[config.mk]
export PLATFORM = sky130hd
export DESIGN_NAME = timer_slave_ctrl
export DESIGN_NICKNAME = d
export VERILOG_FILES = /design/src/logic/tsm_pkg.sv /design/src/logic/timer_slave_ctrl.sv /design/src/logic/ext_trig_prescaler.sv /design/src/logic/ext_trig_filter.sv
export SDC_FILE = /design/constraint.sdc
export NUM_CORES = 1
export LEC_CHECK = 0
export BUFFER_PORTS_ARGS = -buffer_cell sky130_fd_sc_hd__buf_4
export CAP_MARGIN = 10
export CORE_MARGIN = 5
export CORE_UTILIZATION = 40
export DETAILED_ROUTE_END_ITERATION = 16
export PLACE_DENSITY = 0.7
export SETUP_SLACK_MARGIN = 0.1
export SLEW_MARGIN = 20
export SYNTH_ARGS = -nofsm -noshare
export SYNTH_HDL_FRONTEND = slang
export SYNTH_SLANG_ARGS = --single-unit
[constraint.sdc]
create_clock -name mclk -period 3.27 [get_ports mclk]
set_input_delay 0.1635 -clock mclk [delete_from_list [all_inputs] [get_ports mclk]]
set_output_delay 0.1635 -clock mclk [all_outputs]
set_load 0.1 [all_outputs]
[src/logic/tsm_pkg.sv]
package tsm_pkg;

	// Register byte addresses on the APB bus.
	localparam logic [7:0] OFS_SLAVE_MODE_CONTROL = 8'h08;
	localparam logic [7:0] OFS_IRQ_DMA_ENABLE = 8'h0c;
	localparam logic [7:0] OFS_EVENT_STATUS = 8'h10;

	// Values after reset.
	localparam logic [15:0] RST_SLAVE_MODE_CONTROL = 16'h0000;
	localparam logic [15:0] RST_IRQ_DMA_ENABLE = 16'h0000;
	localparam logic [15:0] RST_EVENT_STATUS = 16'h0000;

	// Implemented bits; everything else reads as zero.
	localparam logic [15:0] SMC_MASK = 16'hfff7;
	localparam logic [15:0] IDE_MASK = 16'h7fff;
	localparam logic [15:0] EVS_MASK = 16'h1eff;

	// Field positions in slave_mode_control.
	localparam int SMC_POL_BIT = 15;
	localparam int SMC_ECE_BIT = 14;
	localparam int SMC_PREDIV_LSB = 12;
	localparam int SMC_FILT_LSB = 8;
	localparam int SMC_MSM_BIT = 7;
	localparam int SMC_TS_LSB = 4;
	localparam int SMC_SMS_LSB = 0;

	// Field positions in irq_dma_enable and event_status.
	localparam int IDE_DMA_LSB = 8;
	localparam int EVS_UPDATE_BIT = 0;
	localparam int EVS_CHAN_LSB = 1;
	localparam int EVS_SWITCH_BIT = 5;
	localparam int EVS_TRIG_BIT = 6;
	localparam int EVS_BREAK_BIT = 7;
	localparam int EVS_OVC_LSB = 9;

	// Sibling timers that share the internal trigger ring, and channels per timer.
	localparam int NUM_TIMERS = 5;
	localparam int NUM_CHANNELS = 4;

	// Slave mode selection codes.
	typedef enum logic [2:0] {
		SMS_OFF = 3'h0,
		SMS_ENC1 = 3'h1,
		SMS_ENC2 = 3'h2,
		SMS_ENC3 = 3'h3,
		SMS_RESET = 3'h4,
		SMS_GATED = 3'h5,
		SMS_TRIGGER = 3'h6,
		SMS_EXTCLK1 = 3'h7
	} slave_mode_t;

	// Trigger source selection codes.
	typedef enum logic [2:0] {
		TS_INTERNAL_TRIG_0 = 3'h0,
		TS_ITR1 = 3'h1,
		TS_ITR2 = 3'h2,
		TS_ITR3 = 3'h3,
		TS_IN1_EDGE = 3'h4,
		TS_IN1 = 3'h5,
		TS_IN2 = 3'h6,
		TS_EXT = 3'h7
	} trig_src_t;

endpackage

[src/logic/timer_slave_ctrl.sv]
`timescale 1ns/1ps

// What this block does
// - Polarity bit 0 passes the external trigger as is, 1 inverts it.
// - Clock mode 2 enable counts on active edges of the filtered trigger.
// - Clock mode 2 equals clock mode 1 on the filtered trigger; it wins.
// - External trigger predivider: none, by 2, by 4, by 8.
// - Filter accepts a new level after N equal samples at coded rates.
// - Master/slave sync delays the effect of a trigger input event.
// - Trigger source picks internal triggers, input 1 edge, inputs, external.
// - Slave mode off: counter runs on internal clock when enabled.
// - Encoder modes count up or down on input edges per other level.
// - Reset mode: trigger rising edge reinitialises counter and updates.
// - Gated mode: counter runs only while trigger is high, no reset.
// - Trigger mode: rising edge starts the counter without reset.
// - External clock mode 1: trigger rising edges clock the counter.
// - Internal trigger i of timer k comes from timer (k+i+1) mod 5.
// - Separate DMA enables in bits 14 to 8, interrupt enables 7 to 0.
// - Overcapture flag sets on capture while event flag set; write 0 clears.
// - Break flag sets on active break; clear only while break inactive.
// - Trigger flag sets on trigger event, both edges in gated mode.
// - Switch flag sets when preloaded control bits become active.
module timer_slave_ctrl
	import tsm_pkg::*;
#(
	parameter int TIMER_INDEX = 0
)
(
	input wire logic mclk,
	input wire logic rstn,
	input wire logic psel,
	input wire logic penable,
	input wire logic pwrite,
	input wire logic [7:0] paddr,
	input wire logic [31:0] pwdata,
	output logic [31:0] prdata,
	output logic pready,
	output logic pslverr,
	input wire logic [1:0] clkDivSel,
	input wire logic extTriggerPin,
	input wire logic in1EdgePulse,
	input wire logic in1Filtered,
	input wire logic in2Filtered,
	input wire logic [NUM_TIMERS-1:0] siblingTrigOut,
	input wire logic countEnable,
	input wire logic breakActive,
	input wire logic updateEvent,
	input wire logic [NUM_CHANNELS-1:0] chanEvent,
	input wire logic [NUM_CHANNELS-1:0] chanIsInput,
	input wire logic switchEvent,
	output logic countTick,
	output logic countDown,
	output logic counterReinit,
	output logic updateRequest,
	output logic countStart,
	output logic trigEvent,
	output logic extTrigFiltered,
	output logic slaveTriggerIn,
	output logic irq,
	output logic [6:0] dmaReq
);

	// Sibling whose master trigger feeds internal trigger i of this timer.
	function automatic int ring_pick(input int k, input int i);
		return (k + i + 1) % NUM_TIMERS;
	endfunction

	logic [15:0] slaveModeControl;
	logic [15:0] irqDmaEnable;
	logic [15:0] eventStatus;

	// Register fields by name.
	logic extTrigPolarity;
	logic extClk2Enable;
	logic [1:0] extTrigPrediv;
	logic [3:0] extTrigFilter;
	logic masterSlaveSync;
	trig_src_t trigSource;
	slave_mode_t slaveModeSel;

	assign extTrigPolarity = slaveModeControl[SMC_POL_BIT];
	assign extClk2Enable = slaveModeControl[SMC_ECE_BIT];
	assign extTrigPrediv = slaveModeControl[SMC_PREDIV_LSB +: 2];
	assign extTrigFilter = slaveModeControl[SMC_FILT_LSB +: 4];
	assign masterSlaveSync = slaveModeControl[SMC_MSM_BIT];
	assign trigSource = trig_src_t'(slaveModeControl[SMC_TS_LSB +: 3]);
	assign slaveModeSel = slave_mode_t'(slaveModeControl[SMC_SMS_LSB +: 3]);

	// APB decode; the slave never inserts wait states.
	logic hitSmc;
	logic hitIde;
	logic hitEvs;
	logic hitAny;
	logic wrAccess;
	logic rdSetup;
	logic [15:0] readMux;

	// Unmapped addresses answer with an error and read as zero; writes
	// to them are dropped.
	assign hitSmc = (paddr == OFS_SLAVE_MODE_CONTROL);
	assign hitIde = (paddr == OFS_IRQ_DMA_ENABLE);
	assign hitEvs = (paddr == OFS_EVENT_STATUS);
	assign hitAny = hitSmc | hitIde | hitEvs;
	assign wrAccess = psel & penable & pwrite;
	assign rdSetup = psel & ~penable & ~pwrite;
	assign pready = 1'b1;
	assign pslverr = psel & penable & ~hitAny;
	assign readMux = hitSmc ? slaveModeControl :
		hitIde ? irqDmaEnable :
		hitEvs ? eventStatus : 16'h0000;

	// External trigger path: polarity, predivider, then filter.
	logic etrConditioned;
	logic etrPrescaled;
	logic dtsTick;
	logic [1:0] dtsCount;
	logic [1:0] dtsMask;

	assign etrConditioned = extTriggerPin ^ extTrigPolarity;

	// The divider keeps counting through every ratio, so changing the
	// ratio while clock mode 2 is on may show one stray edge; software
	// should settle the ratio before it sets the mode 2 enable.
	ext_trig_prescaler prescaler (
		.mclk(mclk),
		.rstn(rstn),
		.trigIn(etrConditioned),
		.prediv(extTrigPrediv),
		.prescaled(etrPrescaled)
	);

	// Reserved ratio code 3 falls back to divide by four.
	// The dts tick is a one-cycle enable, never a second clock.
	assign dtsMask = (clkDivSel == 2'h0) ? 2'h0 :
		(clkDivSel == 2'h1) ? 2'h1 : 2'h3;
	assign dtsTick = ((dtsCount & dtsMask) == 2'h0);

	ext_trig_filter filter (
		.mclk(mclk),
		.rstn(rstn),
		.sampleIn(etrPrescaled),
		.code(extTrigFilter),
		.dtsTick(dtsTick),
		.filtered(extTrigFiltered)
	);

	// Internal trigger ring among the sibling timers.
	logic [3:0] internalTrig;
	for (genvar i = 0; i < 4; i++) begin : g_ring
		assign internalTrig[i] =
			siblingTrigOut[ring_pick(TIMER_INDEX, i)];
	end

	// Trigger source selection, indexed by the source code.
	logic [7:0] trigSources;
	logic trigRaw;
	logic trigDelayed;
	logic trigPrev;
	logic trigRise;
	logic trigFall;

	assign trigSources = {extTrigFiltered, in2Filtered, in1Filtered,
		in1EdgePulse, internalTrig};
	assign trigRaw = trigSources[trigSource];
	// One stage of delay lets our own master trigger reach slaves in step.
	assign slaveTriggerIn = masterSlaveSync ? trigDelayed : trigRaw;
	assign trigRise = slaveTriggerIn & ~trigPrev;
	assign trigFall = ~slaveTriggerIn & trigPrev;

	// Edge detection on the filtered external trigger and encoder inputs.
	logic etrfPrev;
	logic etrfRise;
	logic in1Prev;
	logic in2Prev;
	logic in1Edge;
	logic in2Edge;

	assign etrfRise = extTrigFiltered & ~etrfPrev;
	assign in1Edge = in1Filtered ^ in1Prev;
	assign in2Edge = in2Filtered ^ in2Prev;

	// Encoder decoding: the edge of one input, the level of the other.
	logic isEncoder;
	logic encOnIn1;
	logic encOnIn2;
	logic encTick;
	logic encDown;

	assign isEncoder = (slaveModeSel == SMS_ENC1) ||
		(slaveModeSel == SMS_ENC2) || (slaveModeSel == SMS_ENC3);
	assign encOnIn1 = in1Edge && ((slaveModeSel == SMS_ENC1) ||
		(slaveModeSel == SMS_ENC3));
	assign encOnIn2 = in2Edge && ((slaveModeSel == SMS_ENC2) ||
		(slaveModeSel == SMS_ENC3));
	assign encTick = encOnIn1 | encOnIn2;
	assign encDown = encOnIn1 ? (in1Filtered == in2Filtered) :
		(in1Filtered != in2Filtered);

	// Counter clock source. Clock mode 2 overrides mode 1 and the internal
	// clock; software keeps the external source out of the trigger path
	// whenever mode 2 is combined with another slave mode.
	logic baseTick;
	logic gateOpen;
	logic next_countTick;

	assign baseTick = extClk2Enable ? etrfRise :
		(slaveModeSel == SMS_EXTCLK1) ? trigRise :
		1'b1;
	assign gateOpen = (slaveModeSel != SMS_GATED) || slaveTriggerIn;
	assign next_countTick = countEnable &
		(isEncoder ? encTick : (baseTick & gateOpen));

	// Trigger-driven counter controls and the trigger event itself.
	logic next_reinit;
	logic next_start;
	logic next_trigEvent;

	assign next_reinit = (slaveModeSel == SMS_RESET) && trigRise;
	assign next_start = (slaveModeSel == SMS_TRIGGER) && trigRise;
	assign next_trigEvent = (slaveModeSel != SMS_OFF) &&
		((slaveModeSel == SMS_GATED) ? (trigRise | trigFall) :
		trigRise);

	// Status flags: hardware set wins over a software clear in one cycle.
	logic [15:0] flagSet;
	logic [15:0] flagClr;
	logic [15:0] next_eventStatus;
	logic [3:0] overCapture;

	assign overCapture = chanEvent & chanIsInput &
		eventStatus[EVS_CHAN_LSB +: NUM_CHANNELS];

	always_comb begin
		flagSet = 16'h0000;
		flagSet[EVS_UPDATE_BIT] = updateEvent;
		flagSet[EVS_CHAN_LSB +: NUM_CHANNELS] = chanEvent;
		flagSet[EVS_SWITCH_BIT] = switchEvent;
		flagSet[EVS_TRIG_BIT] = next_trigEvent;
		flagSet[EVS_BREAK_BIT] = breakActive;
		flagSet[EVS_OVC_LSB +: NUM_CHANNELS] = overCapture;
	end

	// Writing 0 clears a flag, writing 1 leaves it alone.
	always_comb begin
		flagClr = 16'h0000;
		if (wrAccess && hitEvs) begin
			flagClr = ~pwdata[15:0] & EVS_MASK;
			flagClr[EVS_BREAK_BIT] = ~pwdata[EVS_BREAK_BIT] &
				~breakActive;
		end
	end

	assign next_eventStatus = ((eventStatus & ~flagClr) | flagSet) &
		EVS_MASK;

	// Requests toward the interrupt controller and the DMA engine.
	logic [6:0] dmaEvents;
	logic next_irq;

	assign dmaEvents = {next_trigEvent, switchEvent, chanEvent,
		updateEvent};
	assign next_irq = |(next_eventStatus[7:0] &
		irqDmaEnable[7:0]);

	// Register file; read data is caught in the setup phase so that it
	// comes from a flip-flop yet still answers with no wait state.
	always_ff @(posedge mclk or negedge rstn) begin
		if (!rstn) begin
			slaveModeControl <= RST_SLAVE_MODE_CONTROL;
			irqDmaEnable <= RST_IRQ_DMA_ENABLE;
			eventStatus <= RST_EVENT_STATUS;
			prdata <= 32'h00000000;
		end else begin
			if (wrAccess && hitSmc) begin
				slaveModeControl <= pwdata[15:0] & SMC_MASK;
			end
			if (wrAccess && hitIde) begin
				irqDmaEnable <= pwdata[15:0] & IDE_MASK;
			end
			eventStatus <= next_eventStatus;
			if (rdSetup) begin
				prdata <= {16'h0000, readMux};
			end
		end
	end

	// Edge history and the dts divider.
	always_ff @(posedge mclk or negedge rstn) begin
		if (!rstn) begin
			trigDelayed <= 1'b0;
			trigPrev <= 1'b0;
			etrfPrev <= 1'b0;
			in1Prev <= 1'b0;
			in2Prev <= 1'b0;
			dtsCount <= 2'h0;
		end else begin
			trigDelayed <= trigRaw;
			trigPrev <= slaveTriggerIn;
			etrfPrev <= extTrigFiltered;
			in1Prev <= in1Filtered;
			in2Prev <= in2Filtered;
			dtsCount <= dtsCount + 2'h1;
		end
	end

	// Registered controls toward the counter core and the system.
	always_ff @(posedge mclk or negedge rstn) begin
		if (!rstn) begin
			countTick <= 1'b0;
			countDown <= 1'b0;
			counterReinit <= 1'b0;
			updateRequest <= 1'b0;
			countStart <= 1'b0;
			trigEvent <= 1'b0;
			irq <= 1'b0;
			dmaReq <= 7'h00;
		end else begin
			countTick <= next_countTick;
			if (isEncoder && encTick) begin
				countDown <= encDown;
			end
			counterReinit <= next_reinit;
			updateRequest <= next_reinit;
			countStart <= next_start;
			trigEvent <= next_trigEvent;
			irq <= next_irq;
			dmaReq <= dmaEvents &
				irqDmaEnable[IDE_DMA_LSB +: 7];
		end
	end

endmodule

[src/logic/ext_trig_prescaler.sv]
`timescale 1ns/1ps

module ext_trig_prescaler
	import tsm_pkg::*;
(
	input wire logic mclk,
	input wire logic rstn,
	input wire logic trigIn,
	input wire logic [1:0] prediv,
	output logic prescaled
);

	logic trigPrev;
	logic [2:0] edgeCount;
	logic risingEdge;
	logic next_prescaled;

	// A ripple of counter bits gives a square wave at 1/2, 1/4, 1/8.
	assign risingEdge = trigIn & ~trigPrev;
	assign next_prescaled = (prediv == 2'h0) ? trigIn :
		edgeCount[prediv - 2'h1];

	// Counting only rising edges keeps the ratio exact for any duty cycle.
	always_ff @(posedge mclk or negedge rstn) begin
		if (!rstn) begin
			trigPrev <= 1'b0;
			edgeCount <= 3'h0;
			prescaled <= 1'b0;
		end else begin
			trigPrev <= trigIn;
			if (risingEdge) begin
				edgeCount <= edgeCount + 3'h1;
			end
			prescaled <= next_prescaled;
		end
	end

endmodule

[src/logic/ext_trig_filter.sv]
`timescale 1ns/1ps

module ext_trig_filter
	import tsm_pkg::*;
(
	input wire logic mclk,
	input wire logic rstn,
	input wire logic sampleIn,
	input wire logic [3:0] code,
	input wire logic dtsTick,
	output logic filtered
);

	// Number of equal samples needed to accept a new level.
	function automatic logic [3:0] filt_len(input logic [3:0] c);
		logic [3:0] n;
		n = 4'h1;
		unique case (c)
			4'h0: n = 4'h1;
			4'h1: n = 4'h2;
			4'h2: n = 4'h4;
			4'h3, 4'h5, 4'h7, 4'h9, 4'hc, 4'hf: n = 4'h8;
			4'h4, 4'h6, 4'h8, 4'hb, 4'he: n = 4'h6;
			4'ha, 4'hd: n = 4'h5;
		endcase
		return n;
	endfunction

	// Mask on the dts divider: all low bits zero marks a sample slot.
	function automatic logic [4:0] filt_mask(input logic [3:0] c);
		logic [4:0] m;
		m = 5'h00;
		if (c >= 4'hd) begin
			m = 5'h1f;
		end else if (c >= 4'ha) begin
			m = 5'h0f;
		end else if (c >= 4'h8) begin
			m = 5'h07;
		end else if (c >= 4'h6) begin
			m = 5'h03;
		end else if (c >= 4'h4) begin
			m = 5'h01;
		end
		return m;
	endfunction

	logic [4:0] dtsCount;
	logic [3:0] runLength;
	logic kernelRate;
	logic sampleEn;

	// Codes 1 to 3 sample every kernel cycle, the rest on dts slots.
	assign kernelRate = (code >= 4'h1) && (code <= 4'h3);
	assign sampleEn = kernelRate ||
		(dtsTick && ((dtsCount & filt_mask(code)) == 5'h00));

	// The run counter restarts whenever a sample agrees with the output.
	always_ff @(posedge mclk or negedge rstn) begin
		if (!rstn) begin
			dtsCount <= 5'h00;
			runLength <= 4'h0;
			filtered <= 1'b0;
		end else begin
			if (dtsTick) begin
				dtsCount <= dtsCount + 5'h01;
			end
			if (sampleEn) begin
				if (sampleIn == filtered) begin
					runLength <= 4'h0;
				end else if (runLength == filt_len(code) - 4'h1) begin
					filtered <= sampleIn;
					runLength <= 4'h0;
				end else begin
					runLength <= runLength + 4'h1;
				end
			end
		end
	end

endmodule

==> summary.txt <==
Status
  • Outcome: complete, no violations

Worst setup path
  • Worst-path fanout max: 4
  • Worst-path cell chain: mux4_2 -> mux2_2 -> mux2_2 -> ha_1 -> nor2b_1 -> o21ai_0 -> nand3_1 -> a22oi_1 -> nand4_1
  • WP buf/inv: 0
  • Worst R2R Setup Slack: 0.38 ns
  • Worst EP arrival: 3.09 ns
  • Startpoint types: flop
  • Max stage delay on crit path: 0.55 ns
  • Family with the most delay on the worst path: multiplexers
  • CP most frequent cell: mux2_2
  • Worst Setup Path Type: reg2reg
  • CP endpoint kind: flop
  • Slowest cell on crit path: mux4_2
  • Required @ worst endpoint: 3.47 ns

Power
  • Leakage power: 2.710 nW
  • Pint: 2.122 mW
  • Pwr Total: 3.007 mW
  • Sw Pwr: 0.8853 mW
  • Peak VDD IR: 0.2696 mV
  • Power share of the clock group: 0.376
  • Logic pwr share: 0.180
  • Sw frac: 0.2944
  • Pwr dens: 526.5 nW/um^2
  • Reg power frac: 0.444

STA
  • Slew Viols, Final: 0
  • WHS: 0.03872 ns
  • Clock skew: 0.007367 ns
  • Max Clock Freq: 345.6 MHz
  • Final setup fails: 0
  • Worst rel slew slack: 0.5611
  • Tcrit/Tclk final: 0.8848
  • Fin worst setup slack: 0.3767 ns
  • Final count of hold timing violations: 0
  • Minimum clock period: 2.893 ns
  • RSZ-0062 raised after global routing: false
  • Measured slew at the worst slew-check pin: 0.6583 ns
  • Setup TNS: 0 ns

Placed design
  • Placed cells: 623
  • Hpwl dp: 8026 um
  • Port buffer count: 83
  • Placement Setup Slack: 0.3797 ns
  • Placer congestion estimate: 0.8069
  • Placed Area: 5358 um^2

Synthesis
  • Synth Warn #: 0
  • Async S/R FF share, synth: 1.000
  • Synth cell types: 58
  • Yosys reg bits: 93
  • Cell area after synthesis: 4711 um^2
  • Number of enable flip-flop cells after synthesis: 0
  • Syn Inst Count: 412
  • Post-synthesis sequential area ratio: 0.4940
  • Top_reg_cell synth: dfrtp_1
  • Syn avg cell area: 11.43 um^2

Finish
  • Nets: 574
  • Area Overhead vs Synth: 21.25%
  • Final Util: 0.4981
  • Antenna cell count: 0
  • Fin cells: 642
  • Layout fillers: 1018
  • Share of cells above drive strength 1: 0.3046
  • Post-route design area: 5712 um^2

Global route
  • Total gr overflow: 0
  • Total GRT Usage: 0.1542
  • Initial antenna violation count: 0
  • Vias in the first global route: 3549
  • Gr busiest metal: met2
  • Met2 GRT Util: 0.2640
  • Pin count of the biggest net entering global routing: 38
  • Met3 usage: 0.03582
  • Met1 Use GR: 0.2002
  • First-pass GRT wire length: 17780 um

Die
  • Total Die Area: 14050 um^2
  • Die W: 118.5 um
  • Height of the die: 118.5 um
  • Rows: 39
  • I/O pin count: 118
  • Initial Util: 0.4108
  • Core footprint: 11470 um^2

Route
  • Initial DRC Count: 193
  • Final wirelength: 10880 um
  • Post-route ant nets: 0
  • Drt wl/cell: 16.94 um
  • Via/cell ratio: 5.223
  • Number of iterations in the first detailed-routing pass: 4
  • Total number of vias: 3353
  • Residual DRC: 0

Clocking
  • Clk slew on worst S/H paths: 0.07 ns
  • Clk_lat worst skew: 0.33 ns
  • CTS tree: built
  • Total CTS buffers: 9
  • H-tree depth: 3
  • Post-CTS Setup Bufs: 0
  • Clock sink total: 93
  • CTS root buf: clkbuf_16
  • Max clock buf depth: 2

Run
  • Max-cap violations: 0

Worst hold path
  • Hold Path Class: in2reg
## layer usage
layer	part of all wire	wire length (um)
met4	0.0059	64
met3	0.049	537
met1	0.44	4817
met2	0.50	5459
met5	0	0
## Yosys cell counts (all sizes together) (2+ instances only)
cell,count,area share
ha,12,0.032
clkbuf,7,0.0056
buf,26,0.044
a22oi,4,0.0064
or2,2,0.0027
conb,2,0.0016
mux2,33,0.092
nand3b,2,0.0058
o21ai,37,0.039
dfrtp,93,0.49
nand2b,10,0.013
xnor2,9,0.017
o21a,2,0.0032
nor3b,4,0.0064
mux2i,13,0.028
inv,15,0.012
o31ai,6,0.0096
nor2b,3,0.0040
and3,3,0.0042
a21o,2,0.0032
and2,9,0.012
mux4,5,0.024
nor3,3,0.0032
a31oi,2,0.0027
xor2,8,0.015
nand3,8,0.0085
nand4,5,0.0066
nand2,41,0.034
a21oi,15,0.016
nor2,14,0.013
## layout make-up
class	count	area (um^2)	share of cell area
Clock buffer	11	242.7	0.04250
Sequential cell	93	2328	0.4077
Inverter	15	56.30	0.009858
Tap cell	143	178.9	0.03133
Multi-Input combinational cell	286	2148	0.3761
Timing Repair Buffer	89	675.6	0.1183
Clock inverter	5	81.33	0.01424
## sequential cells by signal, summed over array words and instances (netlist names), 2 cells and up
register	count
filter.runLength	4
dtsCount	2
filter.dtsCount	5
prescaler.edgeCount	3
prdata	16
irqDmaEnable	15
eventStatus	12
dmaReq	7
slaveModeControl	15
## worst reg2reg max path, stage by stage, from the launching register on
cell and delay (ns):
dfrtp_1 0.48, mux4_2 0.55, mux2_2 0.29, mux2_2 0.31, ha_1 0.23, nor2b_1 0.16
o21ai_0 0.25, nand3_1 0.16, a22oi_1 0.21, nand4_1 0.11
## path summary, 6_finish.rpt
path                            depth (start not counted)                endpoint           startpoint
worst min-delay path                                    2      prescaler.trigPrev        extTriggerPin
worst max-delay path                                    9                     irq  slaveModeControl[4]
worst min register to register                          1             dtsCount[0]          dtsCount[0]
min in group asynchronous                               2  prescaler.edgeCount[2]                 rstn
max in group asynchronous                               3         irqDmaEnable[7]                 rstn
worst max register to register                          9                     irq  slaveModeControl[4]
## power by group through the flow
stage               Clock, mW  Sequential (mW)  Combinational (mW)
floorplan                   0             1.41               0.326
global placement            0             1.35               0.529
detailed placement          0             1.35               0.549
CTS                      1.15             1.33               0.549
global route             1.20             1.34               0.588
finish                   1.13             1.33               0.542
## logic make-up after synthesis
group                    Yosys count  share of synthesized area
AND/OR/NAND/NOR                  111                     0.1360
flip-flops                        93                     0.4940
AO/OA/AOI/OAI                     78                    0.09987
multiplexers                      51                     0.1432
buffers and inverters             48                    0.06189
XOR/XNOR                          17                    0.03161
adder cells (fa/ha/maj)           12                    0.03187
other                              2                   0.001594
## cells in the final DEF, fill, tap and decap left out, types with 3 or more instances in the layout
master | Yosys | layout
nand2b_1 | 10 | 10
buf_4 | 18 | 86
mux2i_1 | 13 | 13
nand2_1 | 40 | 40
inv_1 | 15 | 15
o31ai_1 | 6 | 6
dlygate4sd3_1 | 0 | 3
xnor2_1 | 9 | 9
conb_1 | 2 | 17
o21ai_0 | 29 | 29
a22oi_1 | 4 | 4
nor3b_1 | 4 | 4
dfrtp_1 | 93 | 92
nor2b_1 | 3 | 3
and2_1 | 9 | 9
ha_1 | 12 | 12
clkbuf_16 | 0 | 9
mux4_2 | 5 | 5
nor3_1 | 3 | 3
mux2_2 | 17 | 17
nand3_1 | 8 | 8
xor2_1 | 8 | 8
mux2_4 | 16 | 16
nor2_1 | 12 | 12
o21ai_1 | 8 | 8
nand4_1 | 5 | 5
a21oi_1 | 15 | 15
## what timing repair did
item / 4_1_cts / 5_1_grt
gates resized for setup: 0 / 0
hold buffers: 3 / 0
endpoints found under the hold margin: 36 / 0
(Power assumes the default switching activity.)
